File: src/design/pwb_pkg.sv
package pwb_pkg;
  // register offsets
  localparam logic [2:0] PWB_OFF_STATUS = 3'h0;
  localparam logic [2:0] PWB_OFF_PERIOD = 3'h2;
  localparam logic [2:0] PWB_OFF_WIDTH = 3'h4;
  localparam logic [2:0] PWB_OFF_COUNT = 3'h6;
  localparam int PWB_DATA_W = 16;
  // status/control field positions
  localparam int PWB_FLAG_BIT = 15;
  localparam int PWB_IL_HI = 14;
  localparam int PWB_IL_LO = 12;
  localparam int PWB_IARB3_BIT = 11;
  localparam int PWB_PIN_BIT = 7;
  localparam int PWB_LOAD_BIT = 6;
  localparam int PWB_POL_BIT = 5;
  localparam int PWB_EN_BIT = 4;
  localparam int PWB_CLK_HI = 2;
  localparam int PWB_CLK_LO = 0;
  // reset and compare values
  localparam logic [15:0] PWB_COUNT_RESET = 16'h0001;
  localparam logic [15:0] PWB_WORD_ZERO = 16'h0000;
  localparam logic [2:0] PWB_IL_OFF = 3'h0;
  // enable-to-output delay, in tenths of a system clock
  localparam int PWB_TENTHS = 10;
  localparam int PWB_ENA_DIV2_MIN_TENTHS = 35;
  localparam int PWB_ENA_DIV3_MIN_TENTHS = 55;
  localparam logic [2:0] PWB_ENA_DIV2_CYC =
    3'((PWB_ENA_DIV2_MIN_TENTHS + PWB_TENTHS - 1) / PWB_TENTHS);
  localparam logic [2:0] PWB_ENA_DIV3_CYC =
    3'((PWB_ENA_DIV3_MIN_TENTHS + PWB_TENTHS - 1) / PWB_TENTHS);
  // divide-by-256 prescaler tap masks per clock select code
  localparam logic [7:0] PWB_DIV_MASK [8] = '{8'h00, 8'h01, 8'h03, 8'h07,
                                             8'h0F, 8'h1F, 8'h3F, 8'hFF};
  typedef enum logic [1:0] {
    PWB_ST_OFF,
    PWB_ST_ARM,
    PWB_ST_RUN
  } pwb_state_type;
  typedef struct packed {
    logic wr;
    logic rd;
    logic [2:0] addr;
    logic [15:0] wdata;
  } pwb_bus_type;
  typedef struct packed {
    logic [2:0] il;
    logic iarb3;
    logic output_polarity;
    logic en;
    logic [2:0] clk_sel;
  } pwb_ctrl_type;
endpackage

File: src/design/pwb_pwm_unit.sv
`timescale 1ns/1ps
// Overview of operation
// clock select taps prescaler to documented rates
// enabled: period copies to working at end
// disabled: period copies to working next cycle
// working period hidden from software
// period applies next period or on load
// hardware never alters user period
// enabled: width copies to working at end
// disabled: width copies to working next cycle
// working width hidden from software
// width applies next period or on load
// hardware never alters user width
// counter readable, writes ignored
// counter one at reset and while disabled
// pulses at least two system clocks
// enable to output set 4 or 6 clocks
// prescaler start to output set likewise
// interrupt request one clock after flag
// load restarts period with fresh values
// disabled: output reset, prescaler held
// flag set by hardware, read-then-write clears
// counter advances, compares end period and pulse
module pwb_pwm_unit
  import pwb_pkg::*;
(
  input wire logic clock_in,
  input wire logic rstn_in,
  input wire pwb_bus_type bus_in,
  output logic [15:0] rdata_out,
  input wire logic prescaler_running_in,
  input wire logic prescaler_two_or_three_in,
  input wire logic prescaler_first_output_in,
  output logic pwm_out,
  output logic irq_request_out,
  output logic [2:0] irq_level_out
);

  logic [15:0] user_period_q;
  logic [15:0] user_width_q;
  logic [15:0] working_period_q;
  logic [15:0] working_width_q;
  pwb_ctrl_type ctrl_q;
  logic flag_q;
  logic clr_arm_q;
  logic irq_q;
  logic [15:0] rdata_q;
  pwb_state_type state_q;
  pwb_state_type state_d;
  logic [2:0] delay_q;
  logic [2:0] delay_d;
  logic [7:0] prediv_q;
  logic [7:0] prediv_d;
  logic [15:0] count_q;
  logic [15:0] count_d;
  logic out_q;
  logic out_d;
  logic pin_q;
  logic period_start;
  logic reload;
  logic counter_tick;
  logic load_go;
  logic [2:0] ena_target;
  logic [7:0] tap_mask;
  logic wr_status;
  logic [15:0] status_word;

  // bus decode
  assign wr_status = bus_in.wr && (bus_in.addr == PWB_OFF_STATUS);
  assign load_go = wr_status && bus_in.wdata[PWB_LOAD_BIT]
                   && ctrl_q.en;
  assign ena_target = prescaler_two_or_three_in ? PWB_ENA_DIV3_CYC
                                                : PWB_ENA_DIV2_CYC;
  assign tap_mask = PWB_DIV_MASK[ctrl_q.clk_sel];
  // counter clock: first prescaler output gated by selected tap
  assign counter_tick = (state_q == PWB_ST_RUN) && prescaler_first_output_in
                        && ((prediv_q & tap_mask) == tap_mask);

  // user registers, written only by software
  always_ff @(posedge clock_in or negedge rstn_in) begin
    if (!rstn_in) begin
      user_period_q <= PWB_WORD_ZERO;
      user_width_q <= PWB_WORD_ZERO;
    end else if (bus_in.wr) begin
      if (bus_in.addr == PWB_OFF_PERIOD) begin
        user_period_q <= bus_in.wdata;
      end
      if (bus_in.addr == PWB_OFF_WIDTH) begin
        user_width_q <= bus_in.wdata;
      end
    end
  end

  // control fields of the status/control register
  always_ff @(posedge clock_in or negedge rstn_in) begin
    if (!rstn_in) begin
      ctrl_q <= '0;
    end else if (wr_status) begin
      ctrl_q.il <= bus_in.wdata[PWB_IL_HI:PWB_IL_LO];
      ctrl_q.iarb3 <= bus_in.wdata[PWB_IARB3_BIT];
      ctrl_q.output_polarity <= bus_in.wdata[PWB_POL_BIT];
      ctrl_q.en <= bus_in.wdata[PWB_EN_BIT];
      ctrl_q.clk_sel <= bus_in.wdata[PWB_CLK_HI:PWB_CLK_LO];
    end
  end

  // hidden working copies, no bus path to them
  always_ff @(posedge clock_in or negedge rstn_in) begin
    if (!rstn_in) begin
      working_period_q <= PWB_WORD_ZERO;
      working_width_q <= PWB_WORD_ZERO;
    end else if (reload) begin
      working_period_q <= user_period_q;
      working_width_q <= user_width_q;
    end
  end

  // sequencer next state
  always_comb begin
    state_d = state_q;
    delay_d = delay_q;
    prediv_d = prediv_q;
    count_d = count_q;
    out_d = out_q;
    period_start = 1'b0;
    reload = (state_q != PWB_ST_RUN);
    case (state_q)
      PWB_ST_OFF: begin
        if (ctrl_q.en) begin
          state_d = PWB_ST_ARM;
        end
      end
      PWB_ST_ARM: begin
        // wait for a running prescaler, then a fixed latency
        if (prescaler_running_in) begin
          delay_d = delay_q + 3'h1;
          if (delay_q == ena_target - 3'h1) begin
            state_d = PWB_ST_RUN;
            delay_d = 3'h0;
            out_d = 1'b1;
            period_start = 1'b1;
          end
        end
      end
      PWB_ST_RUN: begin
        if (prescaler_first_output_in) begin
          prediv_d = prediv_q + 8'h01;
        end
        if (counter_tick) begin
          if (count_q == working_period_q) begin
            count_d = PWB_COUNT_RESET;
            out_d = (user_width_q != PWB_WORD_ZERO);
            period_start = 1'b1;
            reload = 1'b1;
          end else begin
            count_d = count_q + 16'h0001;
            // pulse spans whole counter clocks, two system clocks min
            if (count_q == working_width_q) begin
              out_d = 1'b0;
            end
          end
        end
      end
      default: begin
        state_d = PWB_ST_OFF;
      end
    endcase
    if (load_go) begin
      state_d = PWB_ST_RUN;
      delay_d = 3'h0;
      prediv_d = 8'h00;
      count_d = PWB_COUNT_RESET;
      out_d = (user_width_q != PWB_WORD_ZERO);
      period_start = 1'b1;
      reload = 1'b1;
    end
    if (!ctrl_q.en) begin
      state_d = PWB_ST_OFF;
      delay_d = 3'h0;
      prediv_d = 8'h00;
      count_d = PWB_COUNT_RESET;
      out_d = 1'b0;
      period_start = 1'b0;
    end
  end

  // sequencer, prescaler, counter and output flip-flop
  always_ff @(posedge clock_in or negedge rstn_in) begin
    if (!rstn_in) begin
      state_q <= PWB_ST_OFF;
      delay_q <= 3'h0;
      prediv_q <= 8'h00;
      count_q <= PWB_COUNT_RESET;
      out_q <= 1'b0;
    end else begin
      state_q <= state_d;
      delay_q <= delay_d;
      prediv_q <= prediv_d;
      count_q <= count_d;
      out_q <= out_d;
    end
  end

  // pin level: output flip-flop through polarity
  always_ff @(posedge clock_in or negedge rstn_in) begin
    if (!rstn_in) begin
      pin_q <= 1'b0;
    end else begin
      pin_q <= out_d ^ ctrl_q.output_polarity;
    end
  end

  // period flag: set wins over the software clear
  always_ff @(posedge clock_in or negedge rstn_in) begin
    if (!rstn_in) begin
      flag_q <= 1'b0;
      clr_arm_q <= 1'b0;
    end else if (period_start) begin
      flag_q <= 1'b1;
      clr_arm_q <= 1'b0;
    end else if (wr_status) begin
      if (clr_arm_q && !bus_in.wdata[PWB_FLAG_BIT]) begin
        flag_q <= 1'b0;
      end
      clr_arm_q <= 1'b0;
    end else if (bus_in.rd && bus_in.addr == PWB_OFF_STATUS && flag_q) begin
      clr_arm_q <= 1'b1;
    end
  end

  // interrupt request, one clock behind the flag
  always_ff @(posedge clock_in or negedge rstn_in) begin
    if (!rstn_in) begin
      irq_q <= 1'b0;
    end else begin
      irq_q <= flag_q && (ctrl_q.il != PWB_IL_OFF);
    end
  end

  // status word image; load reads as zero
  always_comb begin
    status_word = PWB_WORD_ZERO;
    status_word[PWB_FLAG_BIT] = flag_q;
    status_word[PWB_IL_HI:PWB_IL_LO] = ctrl_q.il;
    status_word[PWB_IARB3_BIT] = ctrl_q.iarb3;
    status_word[PWB_PIN_BIT] = pin_q;
    status_word[PWB_POL_BIT] = ctrl_q.output_polarity;
    status_word[PWB_EN_BIT] = ctrl_q.en;
    status_word[PWB_CLK_HI:PWB_CLK_LO] = ctrl_q.clk_sel;
  end

  // read data, valid only in the cycle after the strobe
  always_ff @(posedge clock_in or negedge rstn_in) begin
    if (!rstn_in) begin
      rdata_q <= PWB_WORD_ZERO;
    end else if (bus_in.rd) begin
      case (bus_in.addr)
        PWB_OFF_STATUS: rdata_q <= status_word;
        PWB_OFF_PERIOD: rdata_q <= user_period_q;
        PWB_OFF_WIDTH: rdata_q <= user_width_q;
        PWB_OFF_COUNT: rdata_q <= count_q;
        default: rdata_q <= PWB_WORD_ZERO;
      endcase
    end else begin
      rdata_q <= PWB_WORD_ZERO;
    end
  end

  assign rdata_out = rdata_q;
  assign pwm_out = pin_q;
  assign irq_request_out = irq_q;
  assign irq_level_out = ctrl_q.il;

endmodule

File: config.mk
export PLATFORM = sky130hd
export DESIGN_NAME = pwb_pwm_unit
export DESIGN_NICKNAME = d
export VERILOG_FILES = /design/src/design/pwb_pkg.sv /design/src/design/pwb_pwm_unit.sv
export SDC_FILE = /design/constraint.sdc
export NUM_CORES = 1
export LEC_CHECK = 0
export BUFFER_PORTS_ARGS = -buffer_cell sky130_fd_sc_hd__buf_4
export CAP_MARGIN = 20
export CORE_UTILIZATION = 54
export DETAILED_ROUTE_END_ITERATION = 16
export MAX_ROUTING_LAYER = met4
export PLACE_DENSITY = 0.79
export SLEW_MARGIN = 10
export SYNTH_ARGS = -nofsm -noshare
export SYNTH_HDL_FRONTEND = slang
export SYNTH_SLANG_ARGS = --single-unit
export TNS_END_PERCENT = 5
File: constraint.sdc
create_clock -name clock_in -period 2.1 [get_ports clock_in]
set_input_delay 0.105 -clock clock_in [delete_from_list [all_inputs] [get_ports clock_in]]
set_output_delay 0.105 -clock clock_in [all_outputs]
set_load 0.1 [all_outputs]
**Word level (Yosys, flattened, before mapping)**

Memory sizes are Yosys's and may differ from the RTL's.
Cells that the tools add are included.

- Register bits after elaboration: 123
- Memory bits (read-only): 64
- Input bits: 26
- Output and inout bits: 21
- Word-level logic and storage cells: 119
- Memories kept: 1

- $add $sub $neg: 4
- Order comparisons: 1
- Equality and inequality tests: 18
- Muxes and demuxes: 49
- Bitwise operators: 3
- Reduce and logical (&&, ||, !) cells: 24

Memory list:

| name | words | bits a word | rd ports | clocked after memory_dff | wr ports | line | source |
|---|---|---|---|---|---|---|---|
| (name not given) | 8 | 8 | 1 | 0 | 0 | pwb_pwm_unit.sv:74 | `assign tap_mask = PWB_DIV_MASK[ctrl_q.clk_sel];` |

Operator list:

| cell | count |
|---|---|
| 16-bit 2-to-1 mux | 6 |
| 16-bit case mux with 4 select lines | 1 |
| 8-bit 2-to-1 mux | 6 |
| 16-bit == test | 2 |
| 1-bit 2-to-1 mux | 23 |
| 16-bit by 1-bit adder with 16-bit output (second input constant) | 1 |
| 16-bit nonzero test | 1 |
| 3-bit 2-to-1 mux | 5 |
| 2-bit AND reduction | 6 |
| 2-bit 2-to-1 mux | 5 |
| 1-bit logical AND | 9 |
| 3-bit by 1-bit inequality test with 1-bit output (second input constant) | 3 |
| 8-bit by 1-bit adder with 8-bit output (second input constant) | 1 |
| 8-bit bitwise AND | 1 |
| 8-bit == test | 1 |
| 4-bit inequality test (second input constant) | 2 |
| 3-bit == test (second input constant) | 2 |
| 3-bit by 2-bit inequality test with 1-bit output (second input constant) | 2 |
| 2-bit case mux with 3 select lines | 1 |
| 3-bit nonzero test | 2 |
| 4-bit greater-or-equal comparator (second input constant) | 1 |
| 3-bit inverter with 4-bit output | 1 |
| 1-bit case mux with 2 select lines | 2 |
| 2-bit nonzero test | 2 |
| other kinds (13) | 13 |

**Longest topological paths before layout**

Gate-level depths: netlist of the first run.

- Depth after elaboration: 13
- Mapped depth: 9
- Depth with buffers taken out: 8

**Worst setup path before layout of the first run**

Ideal clock, no wire load.

- Path type: register -> register
- Start: register count_q[0]
- End: register working_period_q[4]
- Setup time: 125 ps
- Data arrival time: 2,051 ps
- Data required time: 1,975 ps
- Slack: -76 ps
- Stages on the path, launching flop included: 9
- Buffers on the path: 2
- Period minus slack after synthesis: 2,176 ps
- Cell sequence: dfstp_2 -> buf_4 -> xnor2_1 -> nand4_1 -> nor4_2 -> nand2_2 -> nand3_2 -> buf_6 -> mux2_2

- Longest elaborated chain between the ends: 5

RTL lines:

| element | line | source |
|---|---|---|
| start: declaration | pwb_pwm_unit.sv:54 | `logic [15:0] count_q;` |
| start signal: assignment | pwb_pwm_unit.sv:199 | `count_q <= count_d;` |
| 16-bit == test | pwb_pwm_unit.sv:150 | `if (count_q == working_period_q) begin` |
| 1-bit 2-to-1 mux | pwb_pwm_unit.sv:150 |  |
| 1-bit 2-to-1 mux | pwb_pwm_unit.sv:149 | `if (counter_tick) begin` |
| 1-bit 2-to-1 mux | pwb_pwm_unit.sv:127 | `case (state_q)` |
| 1-bit 2-to-1 mux | pwb_pwm_unit.sv:168 | `if (load_go) begin` |
| end signal: assignment | pwb_pwm_unit.sv:113 | `working_period_q <= user_period_q;` |
| end: declaration | pwb_pwm_unit.sv:41 | `logic [15:0] working_period_q;` |

Every way passes these cells.
A chain may end at the register's enable or synchronous reset.

**Worst setup path in the final report of the first run**

- Start: register count_q[6]
- End: register working_period_q[12]

Same word-level chain as after synthesis.

==> summary.md, run 1 <==
| Metric | Value |
|---|---|
| Slew @ Worst Pin | between 0.8 and 0.9 ns |
| DRT Wirelength | 16.0 mm |
| Fmax | around 480 MHz |
| CTS clk-pin slew, worst paths | 0.06 ns |
| PortBufs | 46 |
| Hold crit path type | in2reg |
| Setup-failing EPs final | 2 |
| Site Rows | 38 |
| Setup TNS | -0.00443 ns |
| Initial antenna violation count | 0 |
| Via/cell ratio | about 6 |
| Mapped Area | a little over 6000 um^2 |
| Worst hold slack | ~0.014 ns |
| Final Net Count | ~650 |
| Clock latency at the later pin of the worst-skew pair | 0.42 ns |
| Vias in the first global route | 4736 |
| Fillcell total | 698 |
| Slew margin rel. | 0.424 |
| FF-to-FF setup slack | -0.003 ns |
| Total CTS buffers | 17 |
| Leak | 0.00344 uW |
| CP Max Fanout | 15 |
| Yosys warning count | 0 |
| Period utilization | 1.00 |
| Sequential fraction of the synthesis area | 0.499 |
| DP Wirelength | 10.4 mm |
| Synth Instances | 519 |
| Longest Clk Path Bufs | 2 |
| CP peak stage delay | 0.40 ns |
| Drt first pass iters | 5 |
| Grt ovf | 0 |
| P&R area growth vs syn | 26.7% |
| Post-layout util | 0.712 |
| Skew final | between 0.01 and 0.015 ns |
| FF-to-FF path depth | 7 |
| Startpoint types | flop |
| Crit path DAT | 2.40 ns |
| Synthesized net count | roughly 550 |
| Total Power | 7700 uW |
| CTS H-Tree Depth | 4 |
| Final Worst Setup Slack | -0.00328 ns |
| Die Area | 11900 um^2 |
| Slowest-stage cell, CP | dfrtp_1 |
| Final GP Congestion | about 0.95 |
| Drt first-iter violations | approximately 350 |
| RSZ-0062 raised after global routing | yes |
| Mean post-synth cell area | around 12 um^2 |
| Max rail drop VDD | between 0.0008 and 0.0009 V |
| Largest net degree at the start of global routing | 51 |
| Worst r2r src | count_q[6]$_DFFE_PN0P_ |
| Clk sinks | approximately 120 |
| Worst Hold Depth | 3 |
| Post-synth EDFFs | 0 |
| Global-route wire length before repair | about 25 mm |
| Distinct cells, synth | between 60 and 70 |
| Synth Flop Type | dfrtp_1 |
| Failing checks | negative setup slack |
| CTS tree | done |
| CORE AREA | ~11000 um^2 |
| Async SR Flop Fraction | 1.00 |
| Avg WL per Cell | about 21 um |
| CP Class | reg2reg |
| Io pins | between 40 and 50 |
| Max Slew Vio Count | 0 |
| GRT Total Usage | 0.287 |
| Ant diodes | 0 |
| Required time of the worst setup path | around 2.4 ns |
| Final min period | 2.10 ns |
| End of the worst hold path | clr_arm_q$_DFFE_PN0P_ |
| Share of layout cells above drive strength 1 | 0.358 |
| Initial core utilization | 0.562 |
| Synthesized flop and latch total | 123 |
| PwrDens | just under 1000 nW/um^2 |
| Vias | 4688 |
| Hold Startpoint | bus_in[19] |
| Root buf cell | clkbuf_16 |
| Pre-CTS setup slack | -0.00866 ns |
| DR DRC count | 0 |
| RR Endpoint | working_period_q[12]$_DFFE_PN0P_ |
| Die width | roughly 110 um |
| ANT nets after route | 0 |
| Critical Path, Cell by Cell | xnor2_1, nand4_1, nor4_4, nand2_2, nand3_4, buf_12, mux2_1 |
| Final hold violations | 0 |
| Max cap viols | 0 |
| DIE HEIGHT | between 100 and 150 um |
| Status | complete, but fails checks |
| Setup crit end kind | flop |
==> power by group <==
part           internal (uW)  leakage (uW)  switching [uW]  total [uW]
clock network           1870      0.000284            1110        2980
logic                    725       0.00160             894        1620
registers               2750       0.00156             353        3100
total                   5340       0.00344            2360        7700
==> layer usage <==
metal  GRT usage  wire length [um]  vias to the layer above
met2       0.455              7870                      221
met4       0.124               568                        0
li1            -                 -                     2056
met1       0.361              6650                     2360
met5           -                 0                        -
met3      0.0532               885                       51
==> synth_stat cells, types with 13 or more instances <==
cell type,count,share of area
mux2_1,15,0.027
dfrtp_1,122,0.49
nor2b_1,13,0.013
a211oi_1,22,0.027
xnor2_1,28,0.040
xor2_1,24,0.034
a22oi_1,15,0.018
clkbuf_1,16,0.0097
nand2_1,20,0.012
mux2_2,63,0.12
nand3_1,14,0.011
nor2_1,39,0.024
==> cell type report <==
type                    count  area, um^2  share of cell area
clock buffers              18         429              0.0549
clock inverters            13         166              0.0213
inverters                   3        11.3             0.00144
multi-input cells         355        2960               0.379
flip-flops and latches    123        3080               0.394
well taps                 140         175              0.0224
repair buffers            117         995               0.127
==> worst max path at each step <==
stage / startpoint / to / slack, ns / depth (start not counted)
floorplan: count_q[7]$_DFFE_PN0P_ / working_period_q[4]$_DFFE_PN0P_ / 0.009 / 8
global placement: ctrl_q[0]$_DFFE_PN0P_ / count_q[15]$_DFFE_PN0P_ / 0.05 / 6
detailed placement: ctrl_q[0]$_DFFE_PN0P_ / count_q[15]$_DFFE_PN0P_ / -0.009 / 6
CTS: count_q[0]$_DFFE_PN1P_ / working_period_q[4]$_DFFE_PN0P_ / 0.001 / 7
global route: working_period_q[1]$_DFFE_PN0P_ / working_period_q[11]$_DFFE_PN0P_ / -0.08 / 7
finish: count_q[6]$_DFFE_PN0P_ / working_period_q[12]$_DFFE_PN0P_ / -0.003 / 7
==> cell families after synthesis <==
kind of cell | share of synthesized area
compound gates | 0.106
xor+xnor | 0.0738
fa+ha+maj | 0.0122
buf+inv | 0.0436
flops | 0.499
mux | 0.151
simple gates | 0.114
==> placed cells by master, fill, tap and decap left out, drive strengths merged, types with 2 or more instances in the layout <==
cell,count
ha,6
nor2,39
nor4,9
dfrtp,122
a2111oi,2
xnor2,28
a211oi,26
nor3,2
nand3,15
nor2b,13
o21ai,10
o31a,2
nand4,9
a22oi,15
clkinvlp,3
xor2,24
dlygate4sd3,18
and3,3
inv,7
or3,2
a211o,3
clkinv,3
nand2b,4
a21boi,3
nand2,21
buf,98
and4,3
a21oi,12
clkbuf,19
bufinv,3
mux2,78
nand3b,3
o211ai,3
mux2i,3
==> state kept, by name, summed over array words and instances (netlist names), 2 cells and up <==
register          flops
count_q              16
rdata_out            16
user_period_q        16
user_width_q         16
working_period_q     16
working_width_q      16
prediv_q              8
ctrl_q                6
delay_q               3
irq_level_out         3
state_q               2
==> repair_timing <==
item | 4_1_cts | 5_1_grt
endpoints found under the setup margin | 9 | 36
pin swaps | 5 | 9
hold endpoints to repair | 75 | 0
resized for setup | 1 | 26
gates cloned | 0 | 2
hold buffers | 18 | 0
buffers inserted | 0 | 4
==> stage by stage <==
stage	cell area, um^2	std cells
final	7820	769
after global routing	7820	769
after CTS	7650	763
after detailed placement	6870	714
after global placement	6870	714
after floorplan	6180	519
==> critical path: cells and delay by family, from the launching register on <==
| family | cells | cell delay (ns) |
|---|---|---|
| xor+xnor | 1 | 0.19 |
| mux | 1 | 0.34 |
| simple gates | 4 | 0.89 |
| flops | 1 | 0.40 |
| buf+inv | 1 | 0.17 |
Note: power is estimated with default switching activity, not from simulation.
==> run 2, diff against run 1 <==
CORE_UTILIZATION = 56   (was 54)
CTS_BUF_LIST = sky130_fd_sc_hd__clkbuf_8   (was unset)
PLACE_DENSITY = 0.81   (was 0.79)
==> summary.md, run 2 (synthesized netlist as in run 1, its figures left out) <==
| Metric | Value |
|---|---|
| Setup TNS | -0.0109 ns (-0.00642 ns) |
| CP Max Fanout | 9 (-6) |
| Io pins | 47 (unchanged) |
| CTS H-Tree Depth | 4 (unchanged) |
| CP Class | reg2reg |
| Final min period | 2.11 ns (+0.00454 ns) |
| Initial core utilization | 0.587 (+0.0253) |
| Skew final | 0.0164 ns (+0.00519 ns) |
| Site Rows | 37 (-2.6%) |
| Failing checks | negative setup slack |
| Required time of the worst setup path | 2.42 ns (+0.02 ns) |
| DRT Wirelength | 15.6 mm (-2.1%) |
| Final Net Count | 644 (-0.77%) |
| Initial antenna violation count | 0 (unchanged) |
| Max Slew Vio Count | 0 (unchanged) |
| Largest net degree at the start of global routing | 46 (-9.8%) |
| Vias in the first global route | 4745 (+0.19%) |
| Die Area | 11400 um^2 (-3.5%) |
| Slowest-stage cell, CP | dfstp_2 |
| CORE AREA | 10500 um^2 (-4.3%) |
| Ant diodes | 0 (unchanged) |
| Most common cell after layout, fill and taps aside | dfrtp_1 |
| Clock latency at the later pin of the worst-skew pair | 0.45 ns (+0.03 ns) |
| Via/cell ratio | 6.09 (about the same) |
| Worst hold slack | 0.122 ns (+0.108 ns) |
| Crit path DAT | 2.42 ns (+0.02 ns) |
| Dpl cell area | 6830 um^2 (-0.47%) |
| Startpoint types | flop |
| Global-route wire length before repair | 24.6 mm (about the same) |
| Slew margin rel. | 0.425 (+0.00111) |
| ANT nets after route | 0 (unchanged) |
| Fmax | 474 MHz (-0.22%) |
| Non-Filler Instances | 761 (-1.0%) |
| PortBufs | 46 (unchanged) |
| Status | complete, but fails checks |
| Clk sinks | 123 (unchanged) |
| RSZ-0062 raised after global routing | yes |
| Post-route cell area | 7480 um^2 (-4.3%) |
| Final hold violations | 0 (unchanged) |
| GRT Total Usage | 0.298 (+0.0107) |
| Postcts setup bufs | 0 (unchanged) |
| Period utilization | 1.00 (+0.00216) |
| Share of layout cells above drive strength 1 | 0.341 (-0.0169) |
| Slew @ Worst Pin | 0.863 ns (-0.00167 ns) |
| Longest Clk Path Bufs | 2 (unchanged) |
| Max rail drop VDD | 0.000869 V (+1.9%) |
| Worst Hold Depth | 4 (+1) |
| Leak | 0.00330 uW (-4.1%) |
| CP peak stage delay | 0.57 ns (+0.17 ns) |
| DIE HEIGHT | 107 um (-1.8%) |
| PwrDens | 872 nW/um^2 (-11%) |
| Avg WL per Cell | 20.5 um (-1.1%) |
| Most frequent cells in the layout | 122 x dfrtp_1, 87 x buf_4, 57 x mux2_2 |
| DR DRC count | 0 (unchanged) |
| Vias | 4635 (-1.1%) |
| Root buf cell | clkbuf_8 |
| Critical Path, Cell by Cell | xnor2_2, nand4_1, nor4_4, nand2_2, nand3_4, buf_8, mux2_2 |
| Buffers & Inverters on Critical Path | 1 (unchanged) |
| Drt first-iter violations | 484 (+39%) |
| Die width | 107 um (-1.8%) |
| Placed cell count | 708 (-0.84%) |
| Drt first pass iters | 7 (+2) |
| Total CTS buffers | 17 (unchanged) |
| Max cap viols | 0 (unchanged) |
| CTS tree | done |
| CP Depth | 7 (unchanged) |
| FF-to-FF path depth | 7 (unchanged) |
| Final GP Congestion | 0.962 (+0.89%) |
| Final Worst Setup Slack | -0.00782 ns (-0.00454 ns) |
| Setup crit end kind | flop |
| Setup-failing EPs final | 2 (unchanged) |
| Delay-heaviest family, CP | simple AND/OR/NAND/NOR gates |
| Hold crit path type | in2reg |
| CTS clk-pin slew, worst paths | 0.07 ns (about the same) |
| P&R area growth vs syn | 21.3% |
| Grt ovf | 0 (unchanged) |
| DP Wirelength | 10.6 mm (+2.0%) |
## run 2: changes by cell type in the layout (fill, tap and decap cells not counted), moves of 2 or more
| cell | delta |
|---|---|
| clkbuf_16 | -17 |
| buf_4 | -6 |
| mux2_4 | -5 |
| clkinv_2 | +6 |
| clkinvlp_4 | -2 |
| bufinv_16 | -2 |
| inv_1 | +4 |
| mux2_1 | +2 |
| clkbuf_8 | +18 |
| mux2_2 | +3 |
| inv_6 | -4 |
## run 2: path summary, 6_finish.rpt
| kind | slack (ns) | end | startpoint |
|---|---|---|---|
| setup / recovery | -0.008 | working_period_q[9]$_DFFE_PN0P_ | count_q[0]$_DFFE_PN1P_ |
| hold / removal | 0.12 | clr_arm_q$_DFFE_PN0P_ | bus_in[16] |
| setup reg to reg | -0.008 | working_period_q[9]$_DFFE_PN0P_ | count_q[0]$_DFFE_PN1P_ |
| hold reg to reg | 0.50 | ctrl_q[5]$_DFFE_PN0P_ | ctrl_q[5]$_DFFE_PN0P_ |
| max in group asynchronous | 1.15 | user_width_q[13]$_DFFE_PN0P_ | rstn_in |
| min in group asynchronous | 0.21 | prediv_q[1]$_DFFE_PN0P_ | rstn_in |
## run 2: layer usage
metal	GRT usage	up-vias	part of all wire	wire length [um]
met1	0.369	2337	0.42	6540
met2	0.455	191	0.48	7570
met5	-	-	0	0
met4	0.133	0	0.035	544
met3	0.0869	56	0.063	981
li1	-	2051	-	-
## run 2: layout make-up
type,instances,area [um^2]
repair buffers,113,966
clock buffers,18,248
well taps,136,170
inverters,3,11.3
flip-flops and latches,123,3080
multi-input cells,354,2910
fillers,721,3030
clock inverters,14,92.6
## run 2: report_power, final
| group | total [uW] | leakage, uW | internal (uW) | switching, uW |
|---|---|---|---|---|
| sequential | 3100 | 0.00156 | 2740 | 360 |
| combinational | 1580 | 0.00155 | 697 | 883 |
| clock | 1840 | 0.000196 | 927 | 910 |
| total | 6520 | 0.00330 | 4370 | 2150 |
## run 2: worst register-to-register path, stage by stage (launching register included)
cell     delay (ns)
dfstp_2        0.57
xnor2_2        0.12
nand4_1        0.18
nor4_4         0.36
nand2_2        0.12
nand3_4        0.14
buf_8          0.16
mux2_2         0.34
## run 2: per-stage QoR
step	utilization	total power (uW)	setup WS (ns)
after floorplan	-	4100	0.00868
after global placement	0.650	4530	0.0289
after detailed placement	0.650	4610	-0.0445
after CTS	0.701	6470	-0.00924
after global routing	0.712	6790	-0.0776
final	0.712	6520	-0.00782
## run 2: what timing repair did
action / in CTS / in global routing
endpoints found under the setup margin: 29 / 37
cloned: 0 / 2
pin swaps: 4 / 7
endpoints found under the hold margin: 85 / 0
hold buffers: 19 / 0
gates resized for setup: 1 / 18
